`src/emb_defines.svh`:
```
// Constants for the external memory bus sequencer
`ifndef EMB_DEFINES_SVH
`define EMB_DEFINES_SVH
// Mode field encodings
`define EMB_MODE_W 3
`define EMB_MODE_MUXED_BIT 2
`define EMB_MODE_BANK_SEL 2'h2
`define EMB_MODE_ON_CHIP 2'h0
// Timing byte field positions
`define EMB_SETUP_HI 7
`define EMB_SETUP_LO 6
`define EMB_WIDTH_HI 5
`define EMB_WIDTH_LO 2
`define EMB_HOLD_HI 1
`define EMB_HOLD_LO 0
// Phase lengths in core clock periods
`define EMB_CNT_W 5
`define EMB_START_LEN 5'h01
`define EMB_TAIL_LEN 5'h03
`define EMB_OVERHEAD 5'h04
// Reset values
`define EMB_BYTE_RST 8'h00
`define EMB_PTR_RST 16'h0000
`define EMB_CNT_RST 5'h00
`define EMB_RUN_RST 8'h00
`endif

```
`src/emb_pkg.sv`:
```
// Types shared by the external memory bus sequencer
package emb_pkg;
    typedef enum logic [2:0] {
        EMB_IDLE, EMB_START, EMB_ALEH, EMB_ALEL, EMB_SETUP, EMB_STROBE, EMB_HOLD, EMB_TAIL
    } emb_state_e;

    typedef struct packed {
        logic write;
        logic wide;
        logic [15:0] data_pointer;
        logic [7:0] indirect_addr;
        logic [7:0] wdata;
    } emb_req_s;

    typedef struct packed {
        logic [2:0] mode;
        logic [1:0] ale_select;
        logic [7:0] ext_mem_timing;
        logic [7:0] ext_mem_page;
    } emb_cfg_s;
endpackage

```
`src/emb_phase_cnt.sv`:
```
// Loadable down counter that times one bus phase
`include "emb_defines.svh"
module emb_phase_cnt #(
    parameter int CNT_W = `EMB_CNT_W
) (
    // Clock and reset
    input wire logic clk,
    input wire logic rst_b,
    // Control
    input wire logic load,
    input wire logic [CNT_W-1:0] load_val,
    // Status
    output logic zero
);
    logic [CNT_W-1:0] cnt;

    assign zero = (cnt == '0);

    always_ff @(posedge clk or negedge rst_b) begin
        if (!rst_b) begin
            cnt <= '0;
        end else if (load) begin
            cnt <= load_val;
        end else if (!zero) begin
            cnt <= cnt - 1'b1;
        end
    end
endmodule

```
`src/emb_seq.sv`:
```
// External memory bus strobe and address sequencer
// Functional notes
// - Non-muxed modes 101, 110, 111 run 16-bit moves off chip
// - Modes 101 and 111: non-muxed 8-bit moves without bank select
// - Mode 110: non-muxed 8-bit moves with bank select
// - Muxed modes 001, 010, 011 run 16-bit moves off chip
// - Modes 001 and 011: muxed 8-bit moves without bank select
// - Mode 010: muxed 8-bit moves with bank select
// - 16-bit move: upper address from pointer high, lower from pointer low
// - Setup before strobe programmable 0 to 3 clocks
// - Strobe width programmable 1 to 16 clocks
// - Address hold after strobe programmable 0 to 3 clocks
// - Muxed: latch pulse high 1 to 4 clocks
// - Muxed: latch pulse low 1 to 4 clocks before strobe
// - Write data leads strobe end by 1 to 19 clocks
// - Write data kept 0 to 3 clocks after strobe end
// - Bus routes to lower or upper ports, active only during moves
// - Move length is setup plus strobe plus hold plus four, plus latch high and latch low when muxed
// - Hold field value is hold time in clocks
// - Bank modes: 8-bit move upper address from page, lower from indirect
// - No bank: 8-bit move leaves upper address undriven
`include "emb_defines.svh"
module emb_seq #(
    parameter int CNT_W = `EMB_CNT_W
) (
    // Clock and reset
    input wire logic clk,
    input wire logic rst_b,
    // Configuration
    input wire emb_pkg::emb_cfg_s cfg,
    input wire logic use_upper_ports,
    // Request and answer
    input wire logic req_valid,
    input wire emb_pkg::emb_req_s req,
    output logic req_ready,
    output logic done,
    output logic [7:0] rdata,
    // Port group selection
    output logic bus_on_lower,
    output logic bus_on_upper,
    // External pins
    output logic [7:0] addr_hi,
    output logic addr_hi_oe,
    output logic [7:0] addr_lo,
    output logic addr_lo_oe,
    input wire logic [7:0] data_in,
    output logic [7:0] data_out,
    output logic data_oe,
    output logic rd_n,
    output logic wr_n,
    output logic ale
);
    // ------------------------------------------------------------
    // Latched request and configuration
    // ------------------------------------------------------------
    emb_pkg::emb_state_e st;
    emb_pkg::emb_state_e next_st;
    emb_pkg::emb_req_s rq;
    emb_pkg::emb_cfg_s cf;
    logic upper;
    logic cnt_zero;
    logic load;
    logic [CNT_W-1:0] load_val;

    wire logic off_chip = (cfg.mode[1:0] != `EMB_MODE_ON_CHIP);
    wire logic accept = req_valid && (st == emb_pkg::EMB_IDLE);
    wire logic muxed = !cf.mode[`EMB_MODE_MUXED_BIT];
    wire logic bank = (cf.mode[1:0] == `EMB_MODE_BANK_SEL);
    wire logic [1:0] setup_len = cf.ext_mem_timing[`EMB_SETUP_HI:`EMB_SETUP_LO];
    wire logic [3:0] width_code = cf.ext_mem_timing[`EMB_WIDTH_HI:`EMB_WIDTH_LO];
    wire logic [1:0] hold_len = cf.ext_mem_timing[`EMB_HOLD_HI:`EMB_HOLD_LO];
    wire logic active = (st != emb_pkg::EMB_IDLE);
    wire logic addr_phase = active && (st != emb_pkg::EMB_TAIL);
    wire logic strobe = (st == emb_pkg::EMB_STROBE);

    // ------------------------------------------------------------
    // Phase order and lengths
    // ------------------------------------------------------------
    function automatic logic [CNT_W-1:0] phase_len(emb_pkg::emb_state_e s, emb_pkg::emb_cfg_s c);
        logic [CNT_W-1:0] len;
        len = `EMB_START_LEN;
        unique case (s)
            emb_pkg::EMB_IDLE: len = `EMB_START_LEN;
            emb_pkg::EMB_START: len = `EMB_START_LEN;
            emb_pkg::EMB_ALEH: len = CNT_W'(c.ale_select) + 1'b1;
            emb_pkg::EMB_ALEL: len = CNT_W'(c.ale_select) + 1'b1;
            emb_pkg::EMB_SETUP: len = CNT_W'(c.ext_mem_timing[`EMB_SETUP_HI:`EMB_SETUP_LO]);
            emb_pkg::EMB_STROBE: len = CNT_W'(c.ext_mem_timing[`EMB_WIDTH_HI:`EMB_WIDTH_LO]) + 1'b1;
            emb_pkg::EMB_HOLD: len = CNT_W'(c.ext_mem_timing[`EMB_HOLD_HI:`EMB_HOLD_LO]);
            emb_pkg::EMB_TAIL: len = `EMB_TAIL_LEN;
        endcase
        return len;
    endfunction

    always_comb begin
        next_st = st;
        unique case (st)
            emb_pkg::EMB_IDLE: next_st = emb_pkg::EMB_START;
            emb_pkg::EMB_START: begin
                if (muxed) begin
                    next_st = emb_pkg::EMB_ALEH;
                end else begin
                    next_st = (setup_len != 2'h0) ? emb_pkg::EMB_SETUP : emb_pkg::EMB_STROBE;
                end
            end
            emb_pkg::EMB_ALEH: next_st = emb_pkg::EMB_ALEL;
            emb_pkg::EMB_ALEL: begin
                next_st = (setup_len != 2'h0) ? emb_pkg::EMB_SETUP : emb_pkg::EMB_STROBE;
            end
            emb_pkg::EMB_SETUP: next_st = emb_pkg::EMB_STROBE;
            emb_pkg::EMB_STROBE: begin
                next_st = (hold_len != 2'h0) ? emb_pkg::EMB_HOLD : emb_pkg::EMB_TAIL;
            end
            emb_pkg::EMB_HOLD: next_st = emb_pkg::EMB_TAIL;
            emb_pkg::EMB_TAIL: next_st = emb_pkg::EMB_IDLE;
        endcase
    end

    assign load = accept || (active && cnt_zero);
    assign load_val = phase_len(accept ? emb_pkg::EMB_START : next_st, cf) - 1'b1;

    emb_phase_cnt #(
        .CNT_W(CNT_W)
    ) u_cnt (
        .clk(clk),
        .rst_b(rst_b),
        .load(load),
        .load_val(load_val),
        .zero(cnt_zero)
    );

    // ------------------------------------------------------------
    // Read data capture
    // ------------------------------------------------------------
    // Bus answers our own strobe, so data is taken on the edge that ends it
    wire logic read_end = !rd_n && !strobe;

    // ------------------------------------------------------------
    // Sequencer registers
    // ------------------------------------------------------------
    always_ff @(posedge clk or negedge rst_b) begin
        if (!rst_b) begin
            st <= emb_pkg::EMB_IDLE;
            rq <= '0;
            cf <= '0;
            upper <= 1'b0;
            rdata <= `EMB_BYTE_RST;
        end else begin
            if (accept && off_chip) begin
                st <= emb_pkg::EMB_START;
                rq <= req;
                cf <= cfg;
                upper <= use_upper_ports;
            end else if (active && cnt_zero) begin
                st <= next_st;
            end
            if (read_end) begin
                rdata <= data_in;
            end
        end
    end

    // ------------------------------------------------------------
    // Handshake and pin drive
    // ------------------------------------------------------------
    assign req_ready = !active;
    assign done = (accept && !off_chip) || ((st == emb_pkg::EMB_TAIL) && cnt_zero);
    assign bus_on_lower = active && !upper;
    assign bus_on_upper = active && upper;

    always_ff @(posedge clk or negedge rst_b) begin
        if (!rst_b) begin
            addr_hi <= `EMB_BYTE_RST;
            addr_lo <= `EMB_BYTE_RST;
            data_out <= `EMB_BYTE_RST;
        end else begin
            addr_hi <= rq.wide ? rq.data_pointer[15:8] : cf.ext_mem_page;
            addr_lo <= rq.wide ? rq.data_pointer[7:0] : rq.indirect_addr;
            data_out <= (st == emb_pkg::EMB_ALEH) ? next_lo_addr() : rq.wdata;
        end
    end

    function automatic logic [7:0] next_lo_addr();
        return rq.wide ? rq.data_pointer[7:0] : rq.indirect_addr;
    endfunction

    wire logic wdata_phase = rq.write && (st inside {emb_pkg::EMB_SETUP, emb_pkg::EMB_STROBE,
        emb_pkg::EMB_HOLD});
    wire logic hi_driven = addr_phase && (rq.wide || bank);

    always_ff @(posedge clk or negedge rst_b) begin
        if (!rst_b) begin
            addr_hi_oe <= 1'b0;
            addr_lo_oe <= 1'b0;
            data_oe <= 1'b0;
            rd_n <= 1'b1;
            wr_n <= 1'b1;
            ale <= 1'b0;
        end else begin
            addr_hi_oe <= hi_driven;
            addr_lo_oe <= addr_phase && !muxed;
            data_oe <= wdata_phase || (st == emb_pkg::EMB_ALEH);
            rd_n <= !(strobe && !rq.write);
            wr_n <= !(strobe && rq.write);
            ale <= (st == emb_pkg::EMB_ALEH);
        end
    end

    // ------------------------------------------------------------
    // Checks
    // ------------------------------------------------------------
    logic [7:0] busy_run;
    logic [7:0] strobe_run;
    logic [7:0] ale_run;

    always_ff @(posedge clk or negedge rst_b) begin
        if (!rst_b) begin
            busy_run <= `EMB_RUN_RST;
            strobe_run <= `EMB_RUN_RST;
            ale_run <= `EMB_RUN_RST;
        end else begin
            busy_run <= active ? busy_run + 1'b1 : `EMB_RUN_RST;
            strobe_run <= strobe ? strobe_run + 1'b1 : `EMB_RUN_RST;
            ale_run <= (st == emb_pkg::EMB_ALEH) ? ale_run + 1'b1 : `EMB_RUN_RST;
        end
    end
endmodule

```
`config.mk`:
```
export PLATFORM = sky130hd
export DESIGN_NAME = emb_seq
export DESIGN_NICKNAME = d
export VERILOG_FILES = /design/src/emb_pkg.sv /design/src/emb_phase_cnt.sv /design/src/emb_seq.sv
export VERILOG_INCLUDE_DIRS = /design/src /design/src/src
export SDC_FILE = /design/constraint.sdc
export NUM_CORES = 1
export LEC_CHECK = 0
export BUFFER_PORTS_ARGS = -buffer_cell sky130_fd_sc_hd__buf_4
export CAP_MARGIN = 20
export CORE_AREA = 2 2 141 74
export CTS_CLUSTER_SIZE = 14
export DETAILED_ROUTE_END_ITERATION = 7
export DIE_AREA = 0 0 143 76
export PLACE_DENSITY = 0.72
export SLEW_MARGIN = 20
export SYNTH_ARGS = -nofsm -noshare
export SYNTH_HDL_FRONTEND = slang
export SYNTH_SLANG_ARGS = --single-unit
```
`constraint.sdc`:
```
create_clock -name clk -period 2.2 [get_ports clk]
set_input_delay 0 -clock clk [delete_from_list [all_inputs] [get_ports clk]]
set_output_delay 0 -clock clk [all_outputs]
set_load 0.05 [all_outputs]
```
* Word level (Yosys, flattened, before mapping)
Cells that the tools add are included.
** Word-level totals
- Input bits :: 67
- Register bits after elaboration :: 102
- Output and inout bits :: 42
** Cells by class
- Equal/unequal tests :: 17
- Add/sub/neg operators :: 4
- Reductions and logical operators :: 37
- Multiplexer cells :: 13
** Operator list (number)
- 5-bit one-hot mux with 6 select lines :: 1
- 3-bit equality test (second input constant) :: 8
- 8-bit two-way mux :: 3
- 3-bit one-hot mux with 8 select lines :: 1
- 1-bit logical AND :: 14
- 3-bit by 2-bit equality test with 1-bit output (second input constant) :: 4
- 3-bit two-way mux :: 4
- 5-bit two-way mux :: 2
- 5-bit by 1-bit subtractor with 5-bit output (second input constant) :: 2
- 1-bit zero test :: 8
- 2-bit nonzero test :: 4
- 3-bit by 1-bit equality test with 1-bit output (second input constant) :: 2
- 3-bit zero test :: 2
- 3-bit nonzero test :: 2
- 4-bit by 1-bit adder with 5-bit output (second input constant) :: 1
- 5-bit zero test :: 1
- 1-bit logical OR :: 4
- 2-bit OR reduction :: 2
- 2-bit by 1-bit adder with 3-bit output (second input constant) :: 1
- 3-bit != test (second input constant) :: 1
- 2-bit equality test (second input constant) :: 1
- 1-bit two-way mux :: 2
- 2-bit by 1-bit != test with 1-bit output (second input constant) :: 1

* Depth between registers and ports, before layout
Gate-level depths: netlist (run 1).
- Depth in word-level cells :: 10
- Depth in mapped cells :: 11
- Depth with buffers taken out :: 9

* By module
A second synthesis (run 1) with hierarchy kept.
** Second synthesis, totals
- Cell total of the unflattened synthesis :: 316
- Area total of the unflattened synthesis :: 4609.4 sq um
** By module, submodules not included
- emb_seq :: times used 1, cells an instance 289, area an instance 4330.4 sq um
- emb_phase_cnt :: times used 1, cells an instance 27, area an instance 279.0 sq um

* Worst setup path after synthesis (run 1)
OpenSTA, ideal clock, no wires.
- Path kind :: register to output
- From :: register st[1]
- To :: output done
- Cell stages (with the launch flop) :: 4
- Setup slack :: -79 ps
- Data arrival time :: 2279 ps
- Cell sequence :: dfrtp_1 > buf_2 > or4b_4 > o32ai_1
** Between the ends
- Longest elaborated chain between the ends :: 4
** RTL lines
- start: declaration :: line emb_seq.sv:56 : emb_pkg::emb_state_e st;
- start signal: assignment :: line emb_seq.sv:143 : st <= emb_pkg::EMB_IDLE;
- start signal: assignment :: line emb_seq.sv:150 : st <= emb_pkg::EMB_START;
- start signal: assignment :: line emb_seq.sv:155 : st <= next_st;
- 3-bit zero test :: line emb_seq.sv:66 : wire logic accept = req_valid && (st == emb_pkg::EMB_IDLE);
- 1-bit logical AND :: line emb_seq.sv:66
- 1-bit logical AND :: line emb_seq.sv:167 : assign done = (accept && !off_chip) || ((st == emb_pkg::EMB_TAIL) && cnt_zero);
- 1-bit logical OR * :: line emb_seq.sv:167
- end: declaration :: line emb_seq.sv:36 : output logic done,
Mark *: on every way between the ends. The rest lies on a longest branch, timed or not.

* Worst setup path after layout (run 1)
- From :: register st[1]
- To :: register u_cnt.cnt[2]
** Between the ends
- Longest elaborated chain between the ends :: 8
** RTL lines
- 3-bit equality test, or another cell as far along :: line emb_seq.sv:97 : unique case (st)
- 3-bit one-hot mux with 8 select lines or 1-bit logical AND (tied branches) :: line emb_seq.sv:97, emb_seq.sv:66
- 3-bit two-way mux :: line emb_seq.sv:120 : assign load_val = phase_len(accept ? emb_pkg::EMB_START : next_st, cf) - 1'b1;
- 3-bit by 2-bit equality test with 1-bit output, or another cell as far along :: line emb_seq.sv:82 : unique case (s)
- 2-bit OR reduction (no source line)
- 5-bit one-hot mux with 6 select lines :: line emb_seq.sv:82
- 5-bit by 1-bit subtractor with 5-bit output :: line emb_seq.sv:120
- 5-bit two-way mux :: line emb_phase_cnt.sv:22 : end else if (load) begin
- end signal: assignment :: line emb_phase_cnt.sv:23 : cnt <= load_val;
- end signal: assignment :: line emb_phase_cnt.sv:25 : cnt <= cnt - 1'b1;
- end: declaration :: line emb_phase_cnt.sv:15 : logic [CNT_W-1:0] cnt;
Several ways; a longest one is shown, not always the timed one.
A chain may end at the register's enable or synchronous reset.

==> impl_metrics.tcl, run 1 <==
set metrics [dict create \
    required_ps 2430 \
    start_kind "flop" \
    ys_seq_elements 102 \
    setup_violations 1 \
    synth_area_sq_um 4270 \
    fin_ws_ps -11.5 \
    final_nets 587 \
    synthCells 305 \
    r2r-end "u_cnt.cnt[2]$_DFFE_PN0P_" \
    worst_pin_slew_ps 603 \
    fin_setup_tns_ps -11.5 \
    clock.fmax_mhz 452 \
    ys_seq_area_share_pct 59.8 \
    p_leak_nw 3.01 \
    drv_slew 0 \
    period_share_pct 101 \
    rr_startpoint "st[1]$_DFFE_PN0P_" \
    arrival_ps 2440 \
    ys_types 54 \
    hold_viol_final 0 \
    place_inst 572 \
    routed_wl_mm 11.2 \
    vias 3234 \
    synth_top_cell_area_share_pct 58.5 \
    dieArea_sq_um 10900 \
    crit_path_max_incr_delay_ps 460 \
    avgSynthCellArea_sq_um 14.0 \
    hp-start "cfg[19]" \
    diodes 0 \
    synthTopCellsByArea "dfrtp_1, mux2_2, mux2_1" \
    grt_pass1_vias 3391 \
    insertion_delay_ps 340 \
    vias_per_cell 4.89 \
    firstDrtPassIters 4 \
    ctsHtreeMaxLevel 3 \
    cts_buffers 9 \
    crit_fanout 6 \
    min_to "cf[19]$_DFFE_PN0P_" \
    layout-drive-gt1-share_pct 47.9 \
    drtIter0Drc 150 \
    num_rows 26 \
    pre_cts_ws_ps -90.6 \
    ant_nets 0 \
    grt_max_degree 46 \
    synth-edff-count 0 \
    grt_usage_pct 21.4 \
    yosys.area.top_type "dfrtp_1" \
    maxCapViolCount 0 \
    root_buffer "clkbuf_16" \
    core_area_sq_um 9790 \
    syn_nets 375 \
    antenna_found_initial 0 \
    max_slew_margin_pct 59.8 \
    outcome "complete, but fails checks" \
    drc 0 \
    hold_path_depth 3 \
    ir_drop_uv 599 \
    die_w_microns 143 \
    globalplace.congestion 0.959 \
    skew_ps 6.34 \
    synth_common_cells "dfrtp_1, mux2_2, mux2_1, nor2_1, nand2_1" \
    cellPowerDensity_nw_per_um2 1550 \
    worstRegToRegCells 11 \
    r2r_setup_slack_ps -10 \
    finalNonFillerCells 662 \
    die_height_microns 76 \
    violations "negative setup slack" \
    area.growth.synth_to_final_pct 53.7 \
    path_clk_slew_ps 70 \
    ios 109 \
    cts.sink_count 102 \
    initial_core_util_pct 43.6 \
    crit_type "flop to flop" \
    tritoncts "built" \
    wl_per_cell_microns 16.9 \
    crit_top_cell "buf_4" \
    place_hpwl_mm 7.56 \
    port_buffers 108 \
    grt_first_pass_wirelength_mm 17.9 \
    path_cells "buf_4 -> or3_4 -> a31oi_1 -> buf_4 -> a221oi_2 -> o211ai_1 -> nand2_1 -> ha_2 -> buf_4 -> xnor2_1 -> nor2_1" \
    cts_buffer_depth 2 \
    synth_most_common_cell "dfrtp_1" \
    endpoint_kind "flop" \
    grt_overflow 0 \
    grt_setup_unrepaired "true" \
    synthArstFlopShare_pct 100 \
    worst_path_max_delay_cell "dfrtp_2" \
    hp-class "input port to flop" \
    synth_warnings 0 \
    synth_top_flop_cell "dfrtp_1" \
    period_minus_slack_ps 2210 \
]
sequential cells by signal, indices dropped and copies added, names as in the netlist:
signal	flops
addr_hi	8
rdata	8
ale	1
data_out	8
addr_hi_oe	1
st	3
upper	1
rq	34
addr_lo	8
cf	21
addr_lo_oe	1
data_oe	1
rd_n	1
u_cnt.cnt	5
wr_n	1
metal layers:
layer	track usage [%]	wire [microns]	vias to the layer above	part of all wire, %
met5	0	0	-	0
met3	6.85	914	13	8.1
met2	31.3	4780	125	43
met1	31.2	5390	1572	48
li1	-	-	1524	-
met4	5.05	126	0	1.1
placed cells by master, fill, tap and decap left out, drive strengths merged, types with 2 or more instances in the layout:
cell,Yosys,routed
and2,2,2
nand2b,4,4
dfrtp,100,100
buf,12,150
o21ai,7,7
nand4,2,2
xor2,2,2
xnor2,2,2
a221oi,2,2
o31ai,2,2
nor2,18,18
dlygate4sd3,0,64
dfstp,2,2
mux2i,2,2
ha,3,3
or3b,2,2
or3,2,2
a21oi,5,5
nand3,4,4
inv,8,10
nand2,10,10
clkinvlp,0,2
mux2,86,86
and3,2,2
nor3,3,3
a31oi,2,2
clkbuf,1,10
area by class of cell:
| class | count | area (sq um) |
|---|---|---|
| Clock buffer | 10 | 229 |
| Clock inverter | 6 | 70.1 |
| Fill cell | 709 | 3220 |
| Inverter | 8 | 32.5 |
| Multi-Input combinational cell | 182 | 1680 |
| Sequential cell | 102 | 2560 |
| Tap cell | 140 | 175 |
| Timing Repair Buffer | 214 | 1820 |
critical path: cells and delay by family, from the launching register on:
kind | cells | cell delay [ps]
simple gates | 3 | 500
flops | 1 | 460
buf+inv | 3 | 450
compound gates | 3 | 340
fa+ha+maj | 1 | 200
xor+xnor | 1 | 150
what timing repair did:
action / in CTS / in global routing
resized for setup: 4 / 15
hold buffers: 64 / 0
pin swaps: 2 / 6
setup endpoints to repair: 2 / 14
setup buffers: 8 / 2
hold endpoints to repair: 106 / 0
kinds of logic (layout without fill, tap and decap cells):
| group | Yosys count | in the layout | share of synthesized area (%) |
|---|---|---|---|
| AO/OA/AOI/OAI | 33 | 33 | 5.94 |
| AND/OR/NAND/NOR | 54 | 54 | 7.05 |
| buffers and inverters | 21 | 238 | 2.40 |
| XOR/XNOR | 4 | 4 | 0.820 |
| adder cells (fa/ha/maj) | 3 | 3 | 0.878 |
| flip-flops | 102 | 102 | 59.8 |
| multiplexers | 88 | 88 | 23.1 |
where the power goes:
group,leakage (nW),switching [W],internal [W]
clock network,0.141,0.000702,0.000893
logic,1.65,0.00282,0.00228
registers,1.22,0.000665,0.00284
total,3.01,0.00418,0.00601
how the worst max path moves through the flow:
stage	start	endpoint	slack, ps
3_3_place_gp	st[1]$_DFFE_PN0P_	u_cnt.cnt[4]$_DFFE_PN0P_	-60
5_1_grt	st[1]$_DFFE_PN0P_	u_cnt.cnt[4]$_DFFE_PN0P_	-130
4_1_cts	st[2]$_DFFE_PN0P_	u_cnt.cnt[4]$_DFFE_PN0P_	5
2_1_floorplan	st[1]$_DFFE_PN0P_	u_cnt.cnt[4]$_DFFE_PN0P_	30
6_report	st[1]$_DFFE_PN0P_	u_cnt.cnt[2]$_DFFE_PN0P_	-10
3_5_place_dp	st[1]$_DFFE_PN0P_	u_cnt.cnt[4]$_DFFE_PN0P_	-90
per-stage QoR:
stage	total power [W]	cell area [sq um]	utilization (%)	hold WS (ps)
detailed placement	0.00819	5480	56.0	36.4
global placement	0.00811	5480	56.0	26.9
global route	0.0108	6570	67.1	12.8
CTS	0.0100	6490	66.3	2.33
finish	0.0102	6570	67.1	14.8
floorplan	0.00649	4280	-	-296
(Power assumes the default switching activity.)
==> run 2, diff against run 1 <==
ABC_AREA = 1   (was not set)
CORE_AREA = 2 2 142 75   (was 2 2 141 74)
CTS_BUF_LIST = sky130_fd_sc_hd__clkbuf_2 sky130_fd_sc_hd__clkbuf_4 sky130_fd_sc_hd__clkbuf_8   (was not set)
DIE_AREA = 0 0 144 77   (was 0 0 143 76)
PLACE_DENSITY = 0.71   (was 0.72)
==> run 2 against run 1 <==
The run now ends clean; die area up 2.0%; sequential share of layout area up 2.1 points; clock-buffer cell count unchanged; area after synthesis up 0.82%; combinational power down 6.5%; final cell count up 20%; sequential power down 5%; clock skew up 6.3 ps; sequential cell count unchanged; setup slack better by 100 ps; first-iteration DRC count up 37%; via count up 13%; critical path type unchanged; critical endpoint is now u_cnt.cnt[1]$_DFFE_PN0P_; largest cell class unchanged.
==> impl_metrics.tcl, run 2 <==
set metrics [dict create \
    outcome "completed" \
    cts.sink_count 102 \
    ir_drop_uv 770 \
    synth_top_flop_cell "dfrtp_1" \
    path_clk_slew_ps 90 \
    diodes 0 \
    hold_path_depth 5 \
    avgSynthCellArea_sq_um 9.21 \
    drtIter0Drc 205 \
    cts_buffer_depth 2 \
    tritoncts "built" \
    synthArstFlopShare_pct 100 \
    fin_area_sq_um 6230 \
    cts_buffers 9 \
    max_slew_margin_pct 54.8 \
    area.growth.synth_to_final_pct 44.6 \
    synth-edff-count 0 \
    routed_wl_mm 10.8 \
    vias_per_cell 4.62 \
    min_to "cf[18]$_DFFE_PN0P_" \
    syn_nets 538 \
    worst_pin_slew_ps 678 \
    period_share_pct 95.8 \
    largest_register "rq" \
    period_minus_slack_ps 2110 \
    globalplace.congestion 0.914 \
    final_common_cell "nand2_1" \
    placed_cell_area_sq_um 5290 \
    ys_seq_elements 102 \
    rr_startpoint "st[2]$_DFFE_PN0P_" \
    grt_usage_pct 20.0 \
    yosys.area.top_type "dfrtp_1" \
    ctsHtreeMaxLevel 3 \
    synthCells 468 \
    hp-class "input port to flop" \
    core_area_sq_um 9860 \
    crit_type "flop to flop" \
    skew_ps 12.6 \
    reg_top3 "rq: 34 flops, cf: 21 flops" \
    synth_common_cells "nand2_1, dfrtp_1, o21ai_0, inv_1, nor2_1" \
    ant_nets 0 \
    p_leak_nw 3.06 \
    root_buffer "clkbuf_8" \
    swShare_pct 45.6 \
    insertion_delay_ps 350 \
    antenna_found_initial 0 \
    arrival_ps 2400 \
    seq_power_share_pct 35.5 \
    crit_fanout 7 \
    endpoint_kind "flop" \
    die_w_microns 144 \
    drv_slew 0 \
    required_ps 2500 \
    power_w 0.00942 \
    synth_warnings 0 \
    grt_max_degree 87 \
    die_height_microns 77 \
    firstDrtPassIters 4 \
    synth_most_common_cell "nand2_1" \
    hold_viol_final 0 \
    r2r-end "u_cnt.cnt[1]$_DFFE_PN0P_" \
    dieArea_sq_um 11100 \
    ys_seq_area_share_pct 59.3 \
    intPower_w 0.00512 \
    start_kind "flop" \
    ys_types 35 \
    synth_top_cell_area_share_pct 58.1 \
    ios 109 \
    port_buffers 108 \
    grt_overflow 0 \
    maxCapViolCount 0 \
    place_hpwl_mm 7.19 \
    cellPowerDensity_nw_per_um2 1510 \
    clock.fmax_mhz 475 \
    grt_first_pass_wirelength_mm 17.4 \
    layout-drive-gt1-share_pct 29.0 \
    num_rows 26 \
    most-common-layout-cells "nand2_1, buf_4, dfrtp_1" \
    p_clk_share_pct 13.8 \
    grt_pass1_vias 3596 \
    initial_core_util_pct 43.7 \
    drc 0 \
    synthTopCellsByArea "dfrtp_1, nand2_1, o21ai_0" \
    worstRegToRegCells 13 \
    num-fill-cells 808 \
    setup_violations 0 \
    hp-start "req_valid" \
    largest_reg_flops 34 \
    final_util_pct 63.2 \
    r2r_setup_slack_ps 90 \
    wl_per_cell_microns 13.6 \
    synth_area_sq_um 4310 \
    combPwrFrac_pct 50.7 \
    vias 3662 \
    p_sw_w 0.00429 \
    final_nets 717 \
]
run 2: changes by cell type in the layout (fill, tap and decap cells not counted), sizes merged, moves of 4 or more:
cell and change:
nand2b -4, buf -32, nand2 +149, o21ai +53, mux2 -78, inv +41, nand3 +12, nor2 +15
run 2: worst max-delay path: stages, from the launching register on:
cell and delay [ps]:
dfrtp_2 450, clkinv_4 80, nand2_2 60, nor2_4 160, nor2_4 80, nor2_4 200, nand3_2 100, nand2_2 80
nor2_2 40, nor2_2 160, inv_1 60, ha_1 280, or2_4 240, inv_1 50
run 2: power groups by stage:
stage,clock [W],sequential [W],combinational [W]
2_1_floorplan,0,0.00440,0.00211
3_3_place_gp,0,0.00332,0.00441
3_5_place_dp,0,0.00334,0.00454
4_1_cts,0.00134,0.00331,0.00466
5_1_grt,0.00143,0.00343,0.00520
6_report,0.00130,0.00334,0.00477
run 2: how the worst max path moves through the flow:
stage	start	end	slack [ps]
2_1_floorplan	st[1]$_DFFE_PN0P_	done	90
3_3_place_gp	st[1]$_DFFE_PN0P_	u_cnt.cnt[1]$_DFFE_PN0P_	140
3_5_place_dp	st[1]$_DFFE_PN0P_	u_cnt.cnt[1]$_DFFE_PN0P_	20
4_1_cts	st[1]$_DFFE_PN0P_	u_cnt.cnt[1]$_DFFE_PN0P_	6
5_1_grt	st[2]$_DFFE_PN0P_	u_cnt.cnt[1]$_DFFE_PN0P_	-3
6_report	st[2]$_DFFE_PN0P_	u_cnt.cnt[1]$_DFFE_PN0P_	90
run 2: repair_timing:
action	4_1_cts	5_1_grt
hold buffers	66	0
resized for setup	0	12
endpoints found under the setup margin	0	3
setup buffers	0	3
hold endpoints to repair	112	0
run 2: metal layers:
metal	GRT usage [%]	part of all wire (%)	vias to the layer above
met2	29.0	43	118
met3	5.50	6.1	6
met4	3.63	0.55	0
li1	-	-	1823
met1	30.5	51	1715
met5	0	0	-
run 2: logic make-up after synthesis:
logic type | Yosys count | share of synthesized area (%)
compound gates | 74 | 9.76
fa+ha+maj | 3 | 0.871
flops | 102 | 59.3
simple gates | 211 | 21.3
mux | 8 | 2.09
xor+xnor | 3 | 0.610
buf+inv | 67 | 6.13
run 2: final cells by class:
cell class | count | area (sq um) | share of cell area (%)
sequential | 102 | 2560 | 41.1
timing repair buffer | 184 | 1560 | 25.0
multi-input combinational | 299 | 1510 | 24.3
inverter | 51 | 199 | 3.19
tap | 140 | 175 | 2.81
clock buffer | 10 | 131 | 2.11
clock inverter | 6 | 95.1 | 1.53
run 2: per-stage QoR:
| step | hold slack (ps) | setup WS [ps] | cells | setup TNS, ps |
|---|---|---|---|---|
| floorplan | -296 | 92.7 | 468 | 0 |
| global placement | 75.9 | 145 | 707 | 0 |
| detailed placement | 78.1 | 22.8 | 707 | 0 |
| CTS | 141 | 5.57 | 789 | 0 |
| global route | 199 | -3.35 | 792 | -3.35 |
| finish | 154 | 92.9 | 792 | 0 |
